<file path="src/shared/srg_map.svh">
// Register map, field positions, reset values and counts of the rate generator
`ifndef SRG_MAP_SVH
`define SRG_MAP_SVH
`define SRG_ADDR_W          2
`define SRG_DATA_W          16
`define SRG_OFF_CTRL2       2'h0
`define SRG_OFF_CTRL1       2'h1
`define SRG_OFF_ENABLE      2'h2
`define SRG_OFF_STATUS      2'h3
`define SRG_BIT_RESYNC      15
`define SRG_BIT_EDGE        14
`define SRG_BIT_CLKSEL      13
`define SRG_BIT_FMODE       12
`define SRG_BIT_GEN_EN      0
`define SRG_BIT_FRAME_EN    1
`define SRG_CTRL2_RESET     16'h2000
`define SRG_CTRL1_RESET     16'h0001
`define SRG_STARTUP_BCLKS   4'h8
`define SRG_STARTUP_LAST    4'h7
`define SRG_RST_HOLD_INIT   2'h3
`endif

</file>
<file path="src/shared/srg_pkg.sv">
// Types shared by the rate generator design
package srg_pkg;
   typedef struct packed {
      logic        clock_resync_enable;
      logic        ext_clock_edge_select;
      logic        input_clock_select;
      logic        tx_frame_source_mode;
      logic [11:0] frame_period;
   } ctrl2_s;
   typedef struct packed {
      logic [7:0] frame_pulse_width;
      logic [7:0] bit_clock_divider;
   } ctrl1_s;
   typedef struct packed {
      logic [11:0] zero;
      logic        resync_active;
      logic        frame_running;
      logic        frame_pulse;
      logic        bit_clock;
   } status_s;
   typedef enum logic [2:0] {
      FR_IDLE    = 3'h1,
      FR_STARTUP = 3'h2,
      FR_RUN     = 3'h4
   } frame_state_e;
endpackage

</file>
<file path="src/rtl/serial_rate_generator_ctrl.sv">
// Sample rate generator: bit clock divider, frame pulse and transmit frame sync
//
// Function
// Resync off: bit clock runs free
// Resync on: realign clock, frame after sync
// Resync on: frame period field ignored
// Resync and edge only with external clock
// Edge select: 0 rising, 1 falling
// Input select: 0 external pin, 1 CPU
// Mode 0: tx sync on each copy
// Mode 1: tx sync follows frame pulse
// Frame period plus one bit clocks
// Device reset: clock half CPU, frame low
// Generator disabled: clock and frame low
// Software resets generator only when unused
// Software changes sections only in reset
// Software waits two input clocks before enable
// Software waits two bit clocks after enable
// Enable: next input edge sets clock high
// First frame eight bit clocks after enable
// Divider plus one, odd divides high longer; divider 0 divides by two instead
// Sync rising edge restarts clock high
// Frame width plus one bit clocks
`timescale 1ns/10ps
`include "srg_map.svh"

module serial_rate_generator_ctrl (
   input  wire logic                   core_clk,
   input  wire logic                   nrst,
   input  wire logic [`SRG_ADDR_W-1:0] reg_addr,
   input  wire logic [`SRG_DATA_W-1:0] reg_wdata,
   input  wire logic                   reg_wr,
   input  wire logic                   reg_rd,
   output logic      [`SRG_DATA_W-1:0] reg_rdata,
   input  wire logic                   external_clock_in,
   input  wire logic                   rx_frame_sync,
   input  wire logic                   tx_frame_direction,
   input  wire logic                   tx_copy_event,
   output logic                        generated_bit_clock,
   output logic                        generated_frame_pulse,
   output logic                        tx_frame_sync
);

   srg_pkg::ctrl2_s       ctrl2_reg;
   srg_pkg::ctrl1_s       ctrl1_reg;
   srg_pkg::status_s      status_now;
   srg_pkg::frame_state_e state_reg;
   srg_pkg::frame_state_e state_next;
   logic                  gen_en_reg;
   logic                  frame_en_reg;
   logic [1:0]            rst_hold_reg;
   logic                  div2_reg;
   logic                  ext_s1_reg;
   logic                  ext_s2_reg;
   logic                  ext_prev_reg;
   logic                  fs_s1_reg;
   logic                  fs_s2_reg;
   logic                  fs_prev_reg;
   logic                  fs_pend_reg;
   logic                  armed_reg;
   logic [7:0]            div_cnt_reg;
   logic [7:0]            div_cnt_next;
   logic                  bclk_next;
   logic [3:0]            start_cnt_reg;
   logic [3:0]            start_cnt_next;
   logic [11:0]           per_cnt_reg;
   logic [11:0]           per_cnt_next;
   logic [7:0]            wid_cnt_reg;
   logic [7:0]            wid_cnt_next;
   logic                  frame_next;
   logic                  in_reset;
   logic                  tick;
   logic                  resync_active;
   logic                  resync_fire;
   logic                  fs_rise;
   logic                  bclk_rise;

   function automatic logic rise_of(input logic now_v, input logic prev_v);
      rise_of = now_v & ~prev_v;
   endfunction
   // High phase gets the extra input cycle on odd divide ratios
   function automatic logic [7:0] high_len(input logic [7:0] div);
      high_len = {1'b0, div[7:1]} + 8'h01;
   endfunction

   ////////////////////////////////////////////////////////////////////////////
   // Reset hold and free-running half-rate clock
   always_ff @(posedge core_clk or negedge nrst) begin
      if (!nrst) begin
         rst_hold_reg <= `SRG_RST_HOLD_INIT;
      end else begin
         rst_hold_reg <= {rst_hold_reg[0], 1'b0};
      end
   end
   assign in_reset = rst_hold_reg[1];
   // No reset on purpose: it must toggle while reset is held
   always_ff @(posedge core_clk) begin
      if (div2_reg) begin
         div2_reg <= 1'b0;
      end else begin
         div2_reg <= 1'b1;
      end
   end

   ////////////////////////////////////////////////////////////////////////////
   // Register port
   always_ff @(posedge core_clk or negedge nrst) begin
      if (!nrst) begin
         ctrl2_reg    <= `SRG_CTRL2_RESET;
         ctrl1_reg    <= `SRG_CTRL1_RESET;
         gen_en_reg   <= 1'b0;
         frame_en_reg <= 1'b0;
      end else if (reg_wr) begin
         case (reg_addr)
            `SRG_OFF_CTRL2: ctrl2_reg <= reg_wdata;
            `SRG_OFF_CTRL1: ctrl1_reg <= reg_wdata;
            `SRG_OFF_ENABLE: begin
               gen_en_reg   <= reg_wdata[`SRG_BIT_GEN_EN];
               frame_en_reg <= reg_wdata[`SRG_BIT_FRAME_EN];
            end
            default: ;
         endcase
      end
   end

   assign status_now = {12'h000, resync_active, (state_reg == srg_pkg::FR_RUN),
                        generated_frame_pulse, generated_bit_clock};
   always_ff @(posedge core_clk or negedge nrst) begin
      if (!nrst) begin
         reg_rdata <= '0;
      end else if (reg_rd) begin
         case (reg_addr)
            `SRG_OFF_CTRL2:  reg_rdata <= ctrl2_reg;
            `SRG_OFF_CTRL1:  reg_rdata <= ctrl1_reg;
            `SRG_OFF_ENABLE: reg_rdata <= {14'h0000, frame_en_reg, gen_en_reg};
            `SRG_OFF_STATUS: reg_rdata <= status_now;
            default:         reg_rdata <= '0;
         endcase
      end else begin
         reg_rdata <= '0;
      end
   end

   ////////////////////////////////////////////////////////////////////////////
   // Pin synchronisers and input clock tick
   always_ff @(posedge core_clk or negedge nrst) begin
      if (!nrst) begin
         ext_s1_reg   <= 1'b0;
         ext_s2_reg   <= 1'b0;
         ext_prev_reg <= 1'b0;
         fs_s1_reg    <= 1'b0;
         fs_s2_reg    <= 1'b0;
         fs_prev_reg  <= 1'b0;
      end else begin
         ext_s1_reg   <= external_clock_in;
         ext_s2_reg   <= ext_s1_reg;
         ext_prev_reg <= ext_s2_reg;
         fs_s1_reg    <= rx_frame_sync;
         fs_s2_reg    <= fs_s1_reg;
         fs_prev_reg  <= fs_s2_reg;
      end
   end

   // External clock is sampled, so it must stay well below half of core_clk
   assign tick = ctrl2_reg.input_clock_select    ? 1'b1 :
                 ctrl2_reg.ext_clock_edge_select ? rise_of(ext_prev_reg, ext_s2_reg)
                                                 : rise_of(ext_s2_reg, ext_prev_reg);
   assign resync_active = ctrl2_reg.clock_resync_enable & ~ctrl2_reg.input_clock_select;
   assign fs_rise       = rise_of(fs_s2_reg, fs_prev_reg);
   assign resync_fire   = tick & fs_pend_reg & resync_active & gen_en_reg;

   // Sync edge held until the input clock edge that serves it; a new edge wins over the clear
   always_ff @(posedge core_clk or negedge nrst) begin
      if (!nrst) begin
         fs_pend_reg <= 1'b0;
      end else if (!resync_active) begin
         fs_pend_reg <= 1'b0;
      end else if (fs_rise) begin
         fs_pend_reg <= 1'b1;
      end else if (tick) begin
         fs_pend_reg <= 1'b0;
      end
   end

   ////////////////////////////////////////////////////////////////////////////
   // Bit clock divider
   always_ff @(posedge core_clk or negedge nrst) begin
      if (!nrst) begin
         armed_reg <= 1'b1;
      end else if (!gen_en_reg) begin
         armed_reg <= 1'b1;
      end else if (tick) begin
         armed_reg <= 1'b0;
      end
   end

   always_comb begin
      div_cnt_next = div_cnt_reg;
      bclk_next    = generated_bit_clock;
      if (in_reset) begin
         div_cnt_next = '0;
         bclk_next    = div2_reg;
      end else if (!gen_en_reg) begin
         div_cnt_next = '0;
         bclk_next    = 1'b0;
      end else if (tick) begin
         if (armed_reg || resync_fire) begin
            div_cnt_next = '0;
            bclk_next    = 1'b1;
         end else begin
            if (div_cnt_reg == ctrl1_reg.bit_clock_divider) begin
               div_cnt_next = '0;
            end else begin
               div_cnt_next = 8'(div_cnt_reg + 8'h01);
            end
            // Divide by one cannot be made from one tick; it toggles per tick
            if (ctrl1_reg.bit_clock_divider == 8'h00) begin
               bclk_next = ~generated_bit_clock;
            end else begin
               bclk_next = div_cnt_next < high_len(ctrl1_reg.bit_clock_divider);
            end
         end
      end
   end

   always_ff @(posedge core_clk or negedge nrst) begin
      if (!nrst) begin
         div_cnt_reg <= '0;
      end else begin
         div_cnt_reg <= div_cnt_next;
      end
   end
   // Kept free of the asynchronous reset so that it can divide during reset
   always_ff @(posedge core_clk) begin
      generated_bit_clock <= bclk_next;
   end
   assign bclk_rise = bclk_next & ~generated_bit_clock & gen_en_reg & ~in_reset;

   ////////////////////////////////////////////////////////////////////////////
   // Frame pulse
   always_comb begin
      state_next     = state_reg;
      start_cnt_next = start_cnt_reg;
      per_cnt_next   = per_cnt_reg;
      wid_cnt_next   = wid_cnt_reg;
      frame_next     = generated_frame_pulse;
      if (in_reset || !gen_en_reg || !frame_en_reg) begin
         state_next     = srg_pkg::FR_IDLE;
         start_cnt_next = '0;
         per_cnt_next   = '0;
         wid_cnt_next   = '0;
         frame_next     = 1'b0;
      end else begin
         if (generated_frame_pulse && bclk_rise) begin
            if (wid_cnt_reg == ctrl1_reg.frame_pulse_width) begin
               frame_next = 1'b0;
            end else begin
               wid_cnt_next = 8'(wid_cnt_reg + 8'h01);
            end
         end
         case (state_reg)
            srg_pkg::FR_IDLE: begin
               state_next     = srg_pkg::FR_STARTUP;
               start_cnt_next = '0;
            end
            srg_pkg::FR_STARTUP: begin
               if (bclk_rise) begin
                  if (start_cnt_reg == `SRG_STARTUP_LAST) begin
                     state_next = srg_pkg::FR_RUN;
                     if (!resync_active) begin
                        frame_next   = 1'b1;
                        wid_cnt_next = '0;
                        per_cnt_next = '0;
                     end
                  end else begin
                     start_cnt_next = 4'(start_cnt_reg + 4'h1);
                  end
               end
            end
            srg_pkg::FR_RUN: begin
               if (resync_active) begin
                  if (resync_fire) begin
                     frame_next   = 1'b1;
                     wid_cnt_next = '0;
                  end
               end else if (bclk_rise) begin
                  if (per_cnt_reg == ctrl2_reg.frame_period) begin
                     frame_next   = 1'b1;
                     wid_cnt_next = '0;
                     per_cnt_next = '0;
                  end else begin
                     per_cnt_next = 12'(per_cnt_reg + 12'h001);
                  end
               end
            end
            default: state_next = srg_pkg::FR_IDLE;
         endcase
      end
   end

   always_ff @(posedge core_clk or negedge nrst) begin
      if (!nrst) begin
         state_reg             <= srg_pkg::FR_IDLE;
         start_cnt_reg         <= '0;
         per_cnt_reg           <= '0;
         wid_cnt_reg           <= '0;
         generated_frame_pulse <= 1'b0;
      end else begin
         state_reg             <= state_next;
         start_cnt_reg         <= start_cnt_next;
         per_cnt_reg           <= per_cnt_next;
         wid_cnt_reg           <= wid_cnt_next;
         generated_frame_pulse <= frame_next;
      end
   end

   ////////////////////////////////////////////////////////////////////////////
   // Transmit frame sync
   always_ff @(posedge core_clk or negedge nrst) begin
      if (!nrst) begin
         tx_frame_sync <= 1'b0;
      end else if (!tx_frame_direction) begin
         tx_frame_sync <= 1'b0;
      end else if (ctrl2_reg.tx_frame_source_mode) begin
         tx_frame_sync <= frame_next;
      end else begin
         tx_frame_sync <= tx_copy_event;
      end
   end

   ////////////////////////////////////////////////////////////////////////////
   // Checks
   AST_RESET_FRAME_LOW: assert property (@(posedge core_clk) disable iff (!nrst)
      in_reset |=> !generated_frame_pulse)
      else $error("frame pulse high during reset hold");
   AST_DISABLED_LOW: assert property (@(posedge core_clk) disable iff (!nrst)
      (!gen_en_reg && !in_reset) |=> (!generated_bit_clock && !generated_frame_pulse))
      else $error("outputs not low while generator disabled");
   AST_FREE_RUN: assert property (@(posedge core_clk) disable iff (!nrst)
      !ctrl2_reg.clock_resync_enable |-> !resync_fire)
      else $error("resync fired with resync disabled");
   AST_RESYNC_SOURCE: assert property (@(posedge core_clk) disable iff (!nrst)
      ctrl2_reg.input_clock_select |-> !fs_pend_reg && !resync_fire)
      else $error("resync active with CPU clock source");
   AST_RESYNC_HIGH: assert property (@(posedge core_clk) disable iff (!nrst)
      (resync_fire && !in_reset) |=> generated_bit_clock)
      else $error("bit clock not high after resync");
   AST_RESYNC_FRAME: assert property (@(posedge core_clk) disable iff (!nrst)
      (resync_active && state_reg == srg_pkg::FR_RUN && !generated_frame_pulse && !resync_fire && frame_en_reg)
      |=> !generated_frame_pulse)
      else $error("frame started without sync in resync mode");
   AST_ENABLE_HIGH: assert property (@(posedge core_clk) disable iff (!nrst)
      (armed_reg && gen_en_reg && tick && !in_reset) |=> generated_bit_clock)
      else $error("bit clock not high on first input edge");
   AST_STARTUP_QUIET: assert property (@(posedge core_clk) disable iff (!nrst)
      (state_reg == srg_pkg::FR_STARTUP) |-> !generated_frame_pulse)
      else $error("frame pulse during startup wait");
   AST_FIRST_FRAME: assert property (@(posedge core_clk) disable iff (!nrst)
      $rose(generated_frame_pulse) && $past(state_reg) == srg_pkg::FR_STARTUP
      |-> $past(start_cnt_reg) == `SRG_STARTUP_LAST)
      else $error("first frame not after eight bit clocks");
   AST_TX_COPY: assert property (@(posedge core_clk) disable iff (!nrst)
      (tx_frame_direction && !ctrl2_reg.tx_frame_source_mode) |=> (tx_frame_sync == $past(tx_copy_event)))
      else $error("tx sync does not follow copy event");
   AST_TX_FOLLOW: assert property (@(posedge core_clk) disable iff (!nrst)
      (tx_frame_direction && ctrl2_reg.tx_frame_source_mode) |=> (tx_frame_sync == generated_frame_pulse))
      else $error("tx sync does not follow frame pulse");

endmodule

</file>
<file path="config.mk">
export PLATFORM = sky130hd
export DESIGN_NAME = serial_rate_generator_ctrl
export DESIGN_NICKNAME = d
export VERILOG_FILES = /design/src/shared/srg_pkg.sv /design/src/rtl/serial_rate_generator_ctrl.sv
export VERILOG_INCLUDE_DIRS = /design/src /design/src/shared
export SDC_FILE = /design/constraint.sdc
export NUM_CORES = 1
export LEC_CHECK = 0
export ABC_AREA = 1
export BUFFER_PORTS_ARGS = -buffer_cell sky130_fd_sc_hd__buf_2
export CAP_MARGIN = 20
export CORE_MARGIN = 3
export CORE_UTILIZATION = 30
export CTS_CLUSTER_SIZE = 10
export DETAILED_ROUTE_END_ITERATION = 10
export PLACE_DENSITY_LB_ADDON = 0.12
export SYNTH_ARGS = -nofsm -noshare
export SYNTH_HDL_FRONTEND = slang
export SYNTH_SLANG_ARGS = --single-unit
</file>
<file path="constraint.sdc">
create_clock -name core_clk -period 4.6 [get_ports core_clk]
set_input_delay 0.92 -clock core_clk [delete_from_list [all_inputs] [get_ports core_clk]]
set_output_delay 0.92 -clock core_clk [all_outputs]
set_load 0.05 [all_outputs]
</file>
==> impl_table.tex, run 1 <==
\begin{tabular}{lr}
\hline
Metric & Value \\
\hline
\multicolumn{2}{l}{\textbf{STA}} \\
Skew final & 0.00953 ns \\
Setup repair after global routing missed its margin & false \\
TNS Setup & 0 ns \\
Worst hold slack across all endpoints & 0.348 ns \\
Highest achievable clock rate & 316 MHz \\
Min Clock Period, post-route & 3.17 ns \\
Count of final hold-check violations & 0 \\
Share of the cycle needed by the critical path after routing & 0.689 \\
Number of failing setup endpoints in the final timing report & 0 \\
Setup slack of the critical path after layout & 1.43 ns \\
Count of pins over their slew limit & 0 \\
Max\_slew headroom & 0.440 \\
Transition time of the tightest slew-check pin & 0.833 ns \\
\multicolumn{2}{l}{\textbf{Synth}} \\
Cell types occupying the most area after synthesis & dfrtp\_1, nand2\_1, xor2\_1, inv\_1, o21ai\_0 \\
Cell taking the most area after synthesis & dfrtp\_1 \\
Synth warn & 0 \\
Primary FF master, synth & dfrtp\_1 \\
Synthesized netlist cell count & 629 \\
Number of enable-type register cells in the synthesized netlist & 0 \\
Distinct cell type count of the synthesized netlist & 46 \\
Cell area after technology mapping & 5230 um2 \\
FF+latch count, synth & 99 \\
Async set-reset flop share out of synthesis & 0.980 \\
Syn Nets & 667 \\
Fraction of the yosys area taken by sequential cells & 0.473 \\
Syn\_area\_per\_cell & 8.32 um2 \\
Area share of the leading cell type in the synthesized netlist & 0.435 \\
\multicolumn{2}{l}{\textbf{Worst hold path}} \\
Cells on Worst Hold Path & 0 \\
Hold-critical path endpoint & fs\_s2\_reg \\
Worst hold path type & reg2reg \\
Startpoint of the most critical hold path & fs\_s1\_reg \\
\multicolumn{2}{l}{\textbf{Critical path}} \\
Startpoint Class & flop \\
Setup slack of the most critical reg-to-reg path & 1.43 ns \\
Nature of the critical path endpoint & flop \\
Worst endpoint required time & 4.88 ns \\
Number of cells traversed by the worst register-to-register path & 23 \\
Start of the worst register-to-register path & div\_cnt\_reg[2] \\
Data arrival time at the worst-slack endpoint & 3.45 ns \\
Critical register-to-register path endpoint & per\_cnt\_reg[0] \\
Type of the worst setup path & reg2reg \\
Largest fanout on the critical path & 15 \\
\multicolumn{2}{l}{\textbf{Routing}} \\
Avg Vias per Cell & 4.66 \\
Remaining antenna violation count & 0 \\
Detailed-routing iteration count for the pre-antenna-repair pass & 5 \\
Count of unresolved DRC violations after routing & 0 \\
Total number of vias & 4182 \\
Number of design-rule violations left by the first detailed-router iteration & 220 \\
Routed wirelength normalized by instance count & 14.6 um \\
Wire length after detailed routing & 13100 um \\
\multicolumn{2}{l}{\textbf{Floorplan}} \\
Starting density of the core & 0.311 \\
Core area & 16800 um2 \\
Die span in y & 138 um \\
Die Span X & 138 um \\
Top-Level Pins & 45 \\
Die Outline Area & 19100 um2 \\
Standard-cell row count & 47 \\
\multicolumn{2}{l}{\textbf{Clocking}} \\
Buffers from clock root to sink, at most & 2 \\
Clock H-tree levels & 3 \\
Number of buffers created by CTS & 9 \\
Clock latency on the worst-skew pair & 0.35 ns \\
Clock Pin Slew Worst Setup and Hold Paths & 0.07 ns \\
Hold bufs inserted after CTS & 0 \\
CTS-repair resized insts & 0 \\
Total number of clock tree sinks & 99 \\
TritonCTS clock tree & built \\
Clock Root Buffer & clkbuf\_16 \\
Setup Fix Bufs, Post-CTS & 0 \\
\multicolumn{2}{l}{\textbf{Final layout}} \\
Proportion of layout cells with a drive suffix above 1 & 0.155 \\
Multi-input gate area & 2340 um2 \\
Post-route design area & 6010 um2 \\
Diode count & 0 \\
Number of nets in the layout & 711 \\
Sequential standard cell area & 2470 um2 \\
Number of filler cells placed in the layout & 1750 \\
Syn-to-layout area delta & 14.9\% \\
\multicolumn{2}{l}{\textbf{Global route}} \\
Global routing usage summed across all routing layers & 0.142 \\
First-pass GRT wire length & 21900 um \\
Via count of the first global-routing pass & 4070 \\
Pin count of the biggest net entering global routing & 77 \\
Total congestion overflow & 0 \\
Number of antenna violations at the first check in global routing & 0 \\
\multicolumn{2}{l}{\textbf{Place}} \\
DP Worst Slack & 1.48 ns \\
Instance area after placement & 5680 um2 \\
Final weighted congestion in routability-driven placement & 0.826 \\
Quantity of I/O buffers inserted on ports & 44 \\
DP HPWL & 9500 um \\
\multicolumn{2}{l}{\textbf{Pwr}} \\
Total Power Consumption & 2070 uW \\
Maximum ir drop on the vdd rail & 0.000167 V \\
Power density relative to cell area & 344 nW/um2 \\
Static leakage power & 0.00296 uW \\
\multicolumn{2}{l}{\textbf{Status}} \\
Outcome & completed \\
\multicolumn{2}{l}{\textbf{Job}} \\
Count of max-cap constraint violations & 0 \\
\hline
\end{tabular}
critical path, stage by stage, from the launching register on:
cell	delay, ns
dfrtp_1	0.41
inv_1	0.07
nor3_1	0.19
inv_1	0.08
nor2_1	0.08
inv_1	0.06
nor3_1	0.20
inv_1	0.08
o21ai_0	0.20
nand3_1	0.12
inv_1	0.08
ha_1	0.23
a21oi_1	0.12
o211a_1	0.16
nand2_1	0.06
nand2_1	0.07
nand2_2	0.06
nand2_4	0.09
nand3_1	0.10
nand2_1	0.16
nand2_4	0.18
clkinv_4	0.13
nand3_1	0.07
o21ai_1	0.09
layer usage:
layer / global-route usage / vias up / part of all wire
met5: 0 / - / 0
li1: - / 2117 / -
met1: 0.205 / 1958 / 0.51
met4: 0.0515 / 0 / 0.018
met2: 0.217 / 90 / 0.44
met3: 0.0228 / 17 / 0.034
power by group:
group          switching [uW]  internal (uW)
Clock                     333            412
Combinational             204            103
Sequential               75.0            940
area by class of cell:
cell class,instances,share of cell area
repair buffers,50,0.0512
flip-flops and latches,99,0.412
multi-input cells,429,0.389
clock inverters,3,0.00354
inverters,84,0.0533
clock buffers,13,0.0450
well taps,220,0.0458
cell usage after synthesis, drive strengths merged, types with 6 or more instances:
library cell / number
clkbuf: 13
xor2: 35
nor4: 6
nor2: 49
a21oi: 20
nor3: 15
dfstp: 6
inv: 82
o21ai: 64
o22ai: 8
nand2: 153
dfrtp: 91
nand3: 38
ha: 12
cells in the final DEF, fill, tap and decap left out, types with 6 or more instances in the layout:
master	instances
buf_2	43
o21ai_1	7
a21oi_1	19
ha_1	12
dfstp_2	6
dfrtp_1	91
nand2_1	143
nor3_1	15
nor4_1	6
xor2_1	35
inv_1	77
nor2_1	46
o21ai_2	7
o22ai_1	8
clkbuf_16	9
nand3_1	37
o21ai_0	50
logic make-up (layout without fill, tap and decap cells):
kind of cell / after synthesis / in the layout / share of synthesized area
and+or+nand+nor: 272 / 272 / 0.232
xor gates and xnor gates: 40 / 40 / 0.0684
other: 1 / 1 / 0.000717
buffers and inverters: 101 / 150 / 0.0794
adders and majority gates: 12 / 12 / 0.0287
DFF: 99 / 99 / 0.473
AOI/OAI and AO/OA: 104 / 104 / 0.118
worst max-delay path by stage:
stage                         from         endpoint  slack (ns)
floorplan           div_cnt_reg[2]   per_cnt_reg[7]        1.86
global placement    div_cnt_reg[2]   per_cnt_reg[0]        1.62
detailed placement  div_cnt_reg[2]  per_cnt_reg[10]        1.48
CTS                 div_cnt_reg[2]   per_cnt_reg[0]        1.46
global route        div_cnt_reg[2]  per_cnt_reg[10]        0.94
finish              div_cnt_reg[2]   per_cnt_reg[0]        1.43
per-stage QoR:
stage | cells | util
final | 898 | 0.357
after global routing | 898 | 0.357
after CTS | 896 | 0.355
after detailed placement | 880 | 0.338
after global placement | 879 | 0.336
after floorplan | 629 | -
(Power assumes the default switching activity.)
==> inputs of run 2 (changes only) <==
--- a/config.mk
+++ b/config.mk
@@ -6,7 +6,7 @@
 export SDC_FILE = /design/constraint.sdc
 export NUM_CORES = 1
 export LEC_CHECK = 0
-export ABC_AREA = 1
+export ABC_AREA = 0
 export BUFFER_PORTS_ARGS = -buffer_cell sky130_fd_sc_hd__buf_2
 export CAP_MARGIN = 20
 export CORE_MARGIN = 3
==> constraint.sdc (replaced) <==
create_clock -name core_clk -period 2.9 [get_ports core_clk]
set_input_delay 0.58 -clock core_clk [delete_from_list [all_inputs] [get_ports core_clk]]
set_output_delay 0.58 -clock core_clk [all_outputs]
set_load 0.05 [all_outputs]
==> run 2 against run 1 <==
Effect of this change: the flow now finishes with violations (setup timing); final cell count shrank 13%; worst setup slack got worse by 1.7 ns; flip-flop and latch count stayed put; global-route usage increased by 0.91 points; highest routed layer unchanged.
==> impl_table.tex, run 2 <==
\begin{tabular}{lr}
\hline
Metric & Value \\
\hline
\multicolumn{2}{l}{\textbf{Synth}} \\
Synthesized-area fraction occupied by adder cells & 0.0300 (+0.00132) \\
Number of enable-type register cells in the synthesized netlist & 0 (unchanged) \\
Multiplexer area fraction after synthesis & 0.118 (+0.118) \\
Cell area after technology mapping & 5000 um2 (-4.4\%) \\
Synthesized netlist cell count & 466 (-26\%) \\
Top cells by instance count after synthesis & dfrtp\_1, nor2\_1, mux2\_2, xnor2\_1, nand2\_1 \\
Area share of the leading cell type in the synthesized netlist & 0.455 (+0.0200) \\
Most frequent cell after synthesis & dfrtp\_1 \\
Syn\_area\_per\_cell & 10.7 um2 (+29\%) \\
FF+latch count, synth & 99 (unchanged) \\
Cell types occupying the most area after synthesis & dfrtp\_1, mux2\_2, xnor2\_1, nor2\_1, dfstp\_2 \\
Primary FF master, synth & dfrtp\_1 \\
Distinct cell type count of the synthesized netlist & 47 (+2.2\%) \\
Xor and xnor fraction of the mapped netlist area & 0.0823 (+0.0139) \\
Fraction of the yosys area taken by sequential cells & 0.495 (+0.0218) \\
Compound-cell area share of the yosys netlist & 0.0888 (-0.0293) \\
Async set-reset flop share out of synthesis & 0.980 (unchanged) \\
Synth warn & 0 (unchanged) \\
Main combinational cell family by area after synthesis & simple AND/OR/NAND/NOR gates \\
Syn Nets & 504 (-24\%) \\
Cell taking the most area after synthesis & dfrtp\_1 \\
Post-Synth Simple-Gate Area & 0.161 (-0.0704) \\
\multicolumn{2}{l}{\textbf{Clocking}} \\
Hold bufs inserted after CTS & 0 (unchanged) \\
Total number of clock tree sinks & 99 (unchanged) \\
Buffers from clock root to sink, at most & 2 (unchanged) \\
Number of buffers created by CTS & 9 (unchanged) \\
Clock H-tree levels & 3 (unchanged) \\
Clock Pin Slew Worst Setup and Hold Paths & 0.07 ns (about the same) \\
Clock Root Buffer & clkbuf\_16 \\
TritonCTS clock tree & built \\
Clock latency on the worst-skew pair & 0.36 ns (about the same) \\
\multicolumn{2}{l}{\textbf{Critical path}} \\
Start of the worst register-to-register path & ctrl1\_reg[1] \\
Crit path from & ctrl1\_reg[1] \\
Setup slack of the most critical reg-to-reg path & -0.28 ns (-1.71 ns) \\
Number of cells traversed by the worst register-to-register path & 14 (-39\%) \\
Largest fanout on the critical path & 5 (-10) \\
Type of the worst setup path & reg2reg \\
Data arrival time at the worst-slack endpoint & 3.47 ns (+0.02 ns) \\
Worst endpoint required time & 3.18 ns (-1.70 ns) \\
Startpoint Class & flop \\
Nature of the critical path endpoint & flop \\
Critical register-to-register path endpoint & per\_cnt\_reg[7] \\
\multicolumn{2}{l}{\textbf{Routing}} \\
Number of design-rule violations left by the first detailed-router iteration & 171 (-22\%) \\
Avg Vias per Cell & 4.82 (+3.6\%) \\
Detailed-routing iteration count for the pre-antenna-repair pass & 5 (unchanged) \\
Remaining antenna violation count & 0 (unchanged) \\
Total number of vias & 3762 (-10\%) \\
Wire length after detailed routing & 13200 um (+0.30\%) \\
Routed wirelength normalized by instance count & 16.9 um (+15\%) \\
Count of unresolved DRC violations after routing & 0 (unchanged) \\
\multicolumn{2}{l}{\textbf{Final layout}} \\
Proportion of layout cells with a drive suffix above 1 & 0.348 (+0.193) \\
Most frequent cells in the layout & dfrtp\_1, buf\_4, buf\_2, nor2\_1, mux2\_2 \\
Commonest non-fill, non-tap cell in the layout & dfrtp\_1 \\
Number of filler cells placed in the layout & 1606 (-8.2\%) \\
Syn-to-layout area delta & 27.3\% \\
Number of nets in the layout & 597 (-16\%) \\
Diode count & 0 (unchanged) \\
\multicolumn{2}{l}{\textbf{STA}} \\
Transition time of the tightest slew-check pin & 0.765 ns (-0.0680 ns) \\
Worst hold slack across all endpoints & 0.183 ns (-0.165 ns) \\
Share of the cycle needed by the critical path after routing & 1.10 (+0.409) \\
Skew final & 0.00724 ns (-0.00228 ns) \\
Count of pins over their slew limit & 0 (unchanged) \\
Number of failing setup endpoints in the final timing report & 25 (+25) \\
Setup slack of the critical path after layout & -0.284 ns (-1.71 ns) \\
Max\_slew headroom & 0.490 (+0.0496) \\
Highest achievable clock rate & 314 MHz (-0.47\%) \\
Count of final hold-check violations & 0 (unchanged) \\
Setup repair after global routing missed its margin & true \\
Min Clock Period, post-route & 3.18 ns (+0.0149 ns) \\
\multicolumn{2}{l}{\textbf{Job}} \\
Count of max-cap constraint violations & 0 (unchanged) \\
\multicolumn{2}{l}{\textbf{Floorplan}} \\
Top-Level Pins & 45 (unchanged) \\
Die span in y & 135 um (-2.1\%) \\
Standard-cell row count & 46 (-2.1\%) \\
Starting density of the core & 0.310 (-0.000714) \\
Core area & 16100 um2 (-4.2\%) \\
Die Span X & 135 um (-2.1\%) \\
Die Outline Area & 18300 um2 (-4.2\%) \\
\multicolumn{2}{l}{\textbf{Status}} \\
Outcome & complete, but fails checks \\
Violated checks & setup timing \\
\multicolumn{2}{l}{\textbf{Place}} \\
Final weighted congestion in routability-driven placement & 0.814 (-1.5\%) \\
Quantity of I/O buffers inserted on ports & 44 (unchanged) \\
DP HPWL & 9520 um (+0.25\%) \\
\multicolumn{2}{l}{\textbf{Global route}} \\
Global routing usage summed across all routing layers & 0.151 (+0.00907) \\
Pin count of the biggest net entering global routing & 54 (-30\%) \\
Number of antenna violations at the first check in global routing & 0 (unchanged) \\
Via count of the first global-routing pass & 3938 (-3.2\%) \\
Total congestion overflow & 0 (unchanged) \\
First-pass GRT wire length & 21300 um (-2.8\%) \\
\multicolumn{2}{l}{\textbf{Pwr}} \\
Total Power Consumption & 3620 uW (+75\%) \\
Static leakage power & 0.00278 uW (-6.1\%) \\
Maximum ir drop on the vdd rail & 0.000306 V (+83\%) \\
Power density relative to cell area & 569 nW/um2 (+65\%) \\
\multicolumn{2}{l}{\textbf{Worst hold path}} \\
Worst hold path type & in2async \\
\hline
\end{tabular}
-- run 2: cell count changes after synthesis, sizes merged, moves of 15 or more --
cell and delta:
xnor2 +29, nand2 -130, nand3 -23, xor2 -22
inv -70, mux2i +15, mux2 +35, o21ai -33
-- run 2: what timing repair did --
action	in CTS	in global routing
setup buffers	3	6
gates cloned	1	0
gates resized for setup	16	24
pin swaps	8	2
setup endpoints to repair	28	29
-- run 2: worst max-delay path: stages, from the launching register on --
cell,delay [ns]
dfrtp_1,0.43
xnor2_2,0.23
nand4_1,0.21
nor2_4,0.23
buf_12,0.14
nor2_2,0.05
ha_1,0.29
nand2_1,0.10
o21ai_2,0.09
a221oi_2,0.29
a21oi_2,0.13
o41a_1,0.36
buf_4,0.15
or2_4,0.26
o21ai_1,0.14
-- run 2: cells by family after synthesis --
| kind of cell | after synthesis |
|---|---|
| mux | 52 |
| compound gates | 68 |
| flops | 99 |
| buf+inv | 29 |
| xor+xnor | 47 |
| fa+ha+maj | 12 |
| simple gates | 158 |
| other cells | 1 |
-- run 2: cell type report --
class / count / area (um2) / share of cell area
well taps: 216 / 270 / 0.0424
multi-input cells: 339 / 2610 / 0.410
repair buffers: 98 / 677 / 0.106
clock inverters: 4 / 35.0 / 0.00550
clock buffers: 12 / 256 / 0.0403
flip-flops and latches: 99 / 2470 / 0.389
inverters: 12 / 45.0 / 0.00707
-- run 2: where the power goes --
part	internal, uW	switching, uW	total (uW)
Combinational	352	431	783
Sequential	1520	128	1640
Clock	638	558	1200
-- run 2: worst max path at each step --
| stage | cells past startpoint | to |
|---|---|---|
| 2_1_floorplan | 13 | per_cnt_reg[10] |
| 3_3_place_gp | 12 | per_cnt_reg[11] |
| 3_5_place_dp | 12 | per_cnt_reg[11] |
| 4_1_cts | 13 | per_cnt_reg[7] |
| 5_1_grt | 14 | per_cnt_reg[9] |
| 6_report | 14 | per_cnt_reg[7] |
-- run 2: per-stage QoR --
step	setup TNS [ns]	utilization	std cells	cell area, um2	worst slack (ns)
final	-5.43	0.395	780	6370	-0.284
after global routing	-10.24	0.395	780	6370	-0.461
after CTS	-4.26	0.386	776	6210	-0.219
after detailed placement	-8.85	0.362	756	5830	-0.468
after global placement	-8.36	0.362	756	5830	-0.444
after floorplan	0	-	466	5040	0.00409
-- run 2: routing by layer --
metal | part of all wire | global-route usage
met3 | 0.035 | 0.0387
met1 | 0.47 | 0.203
met2 | 0.49 | 0.248
met4 | 0.010 | 0.0347
met5 | 0 | 0
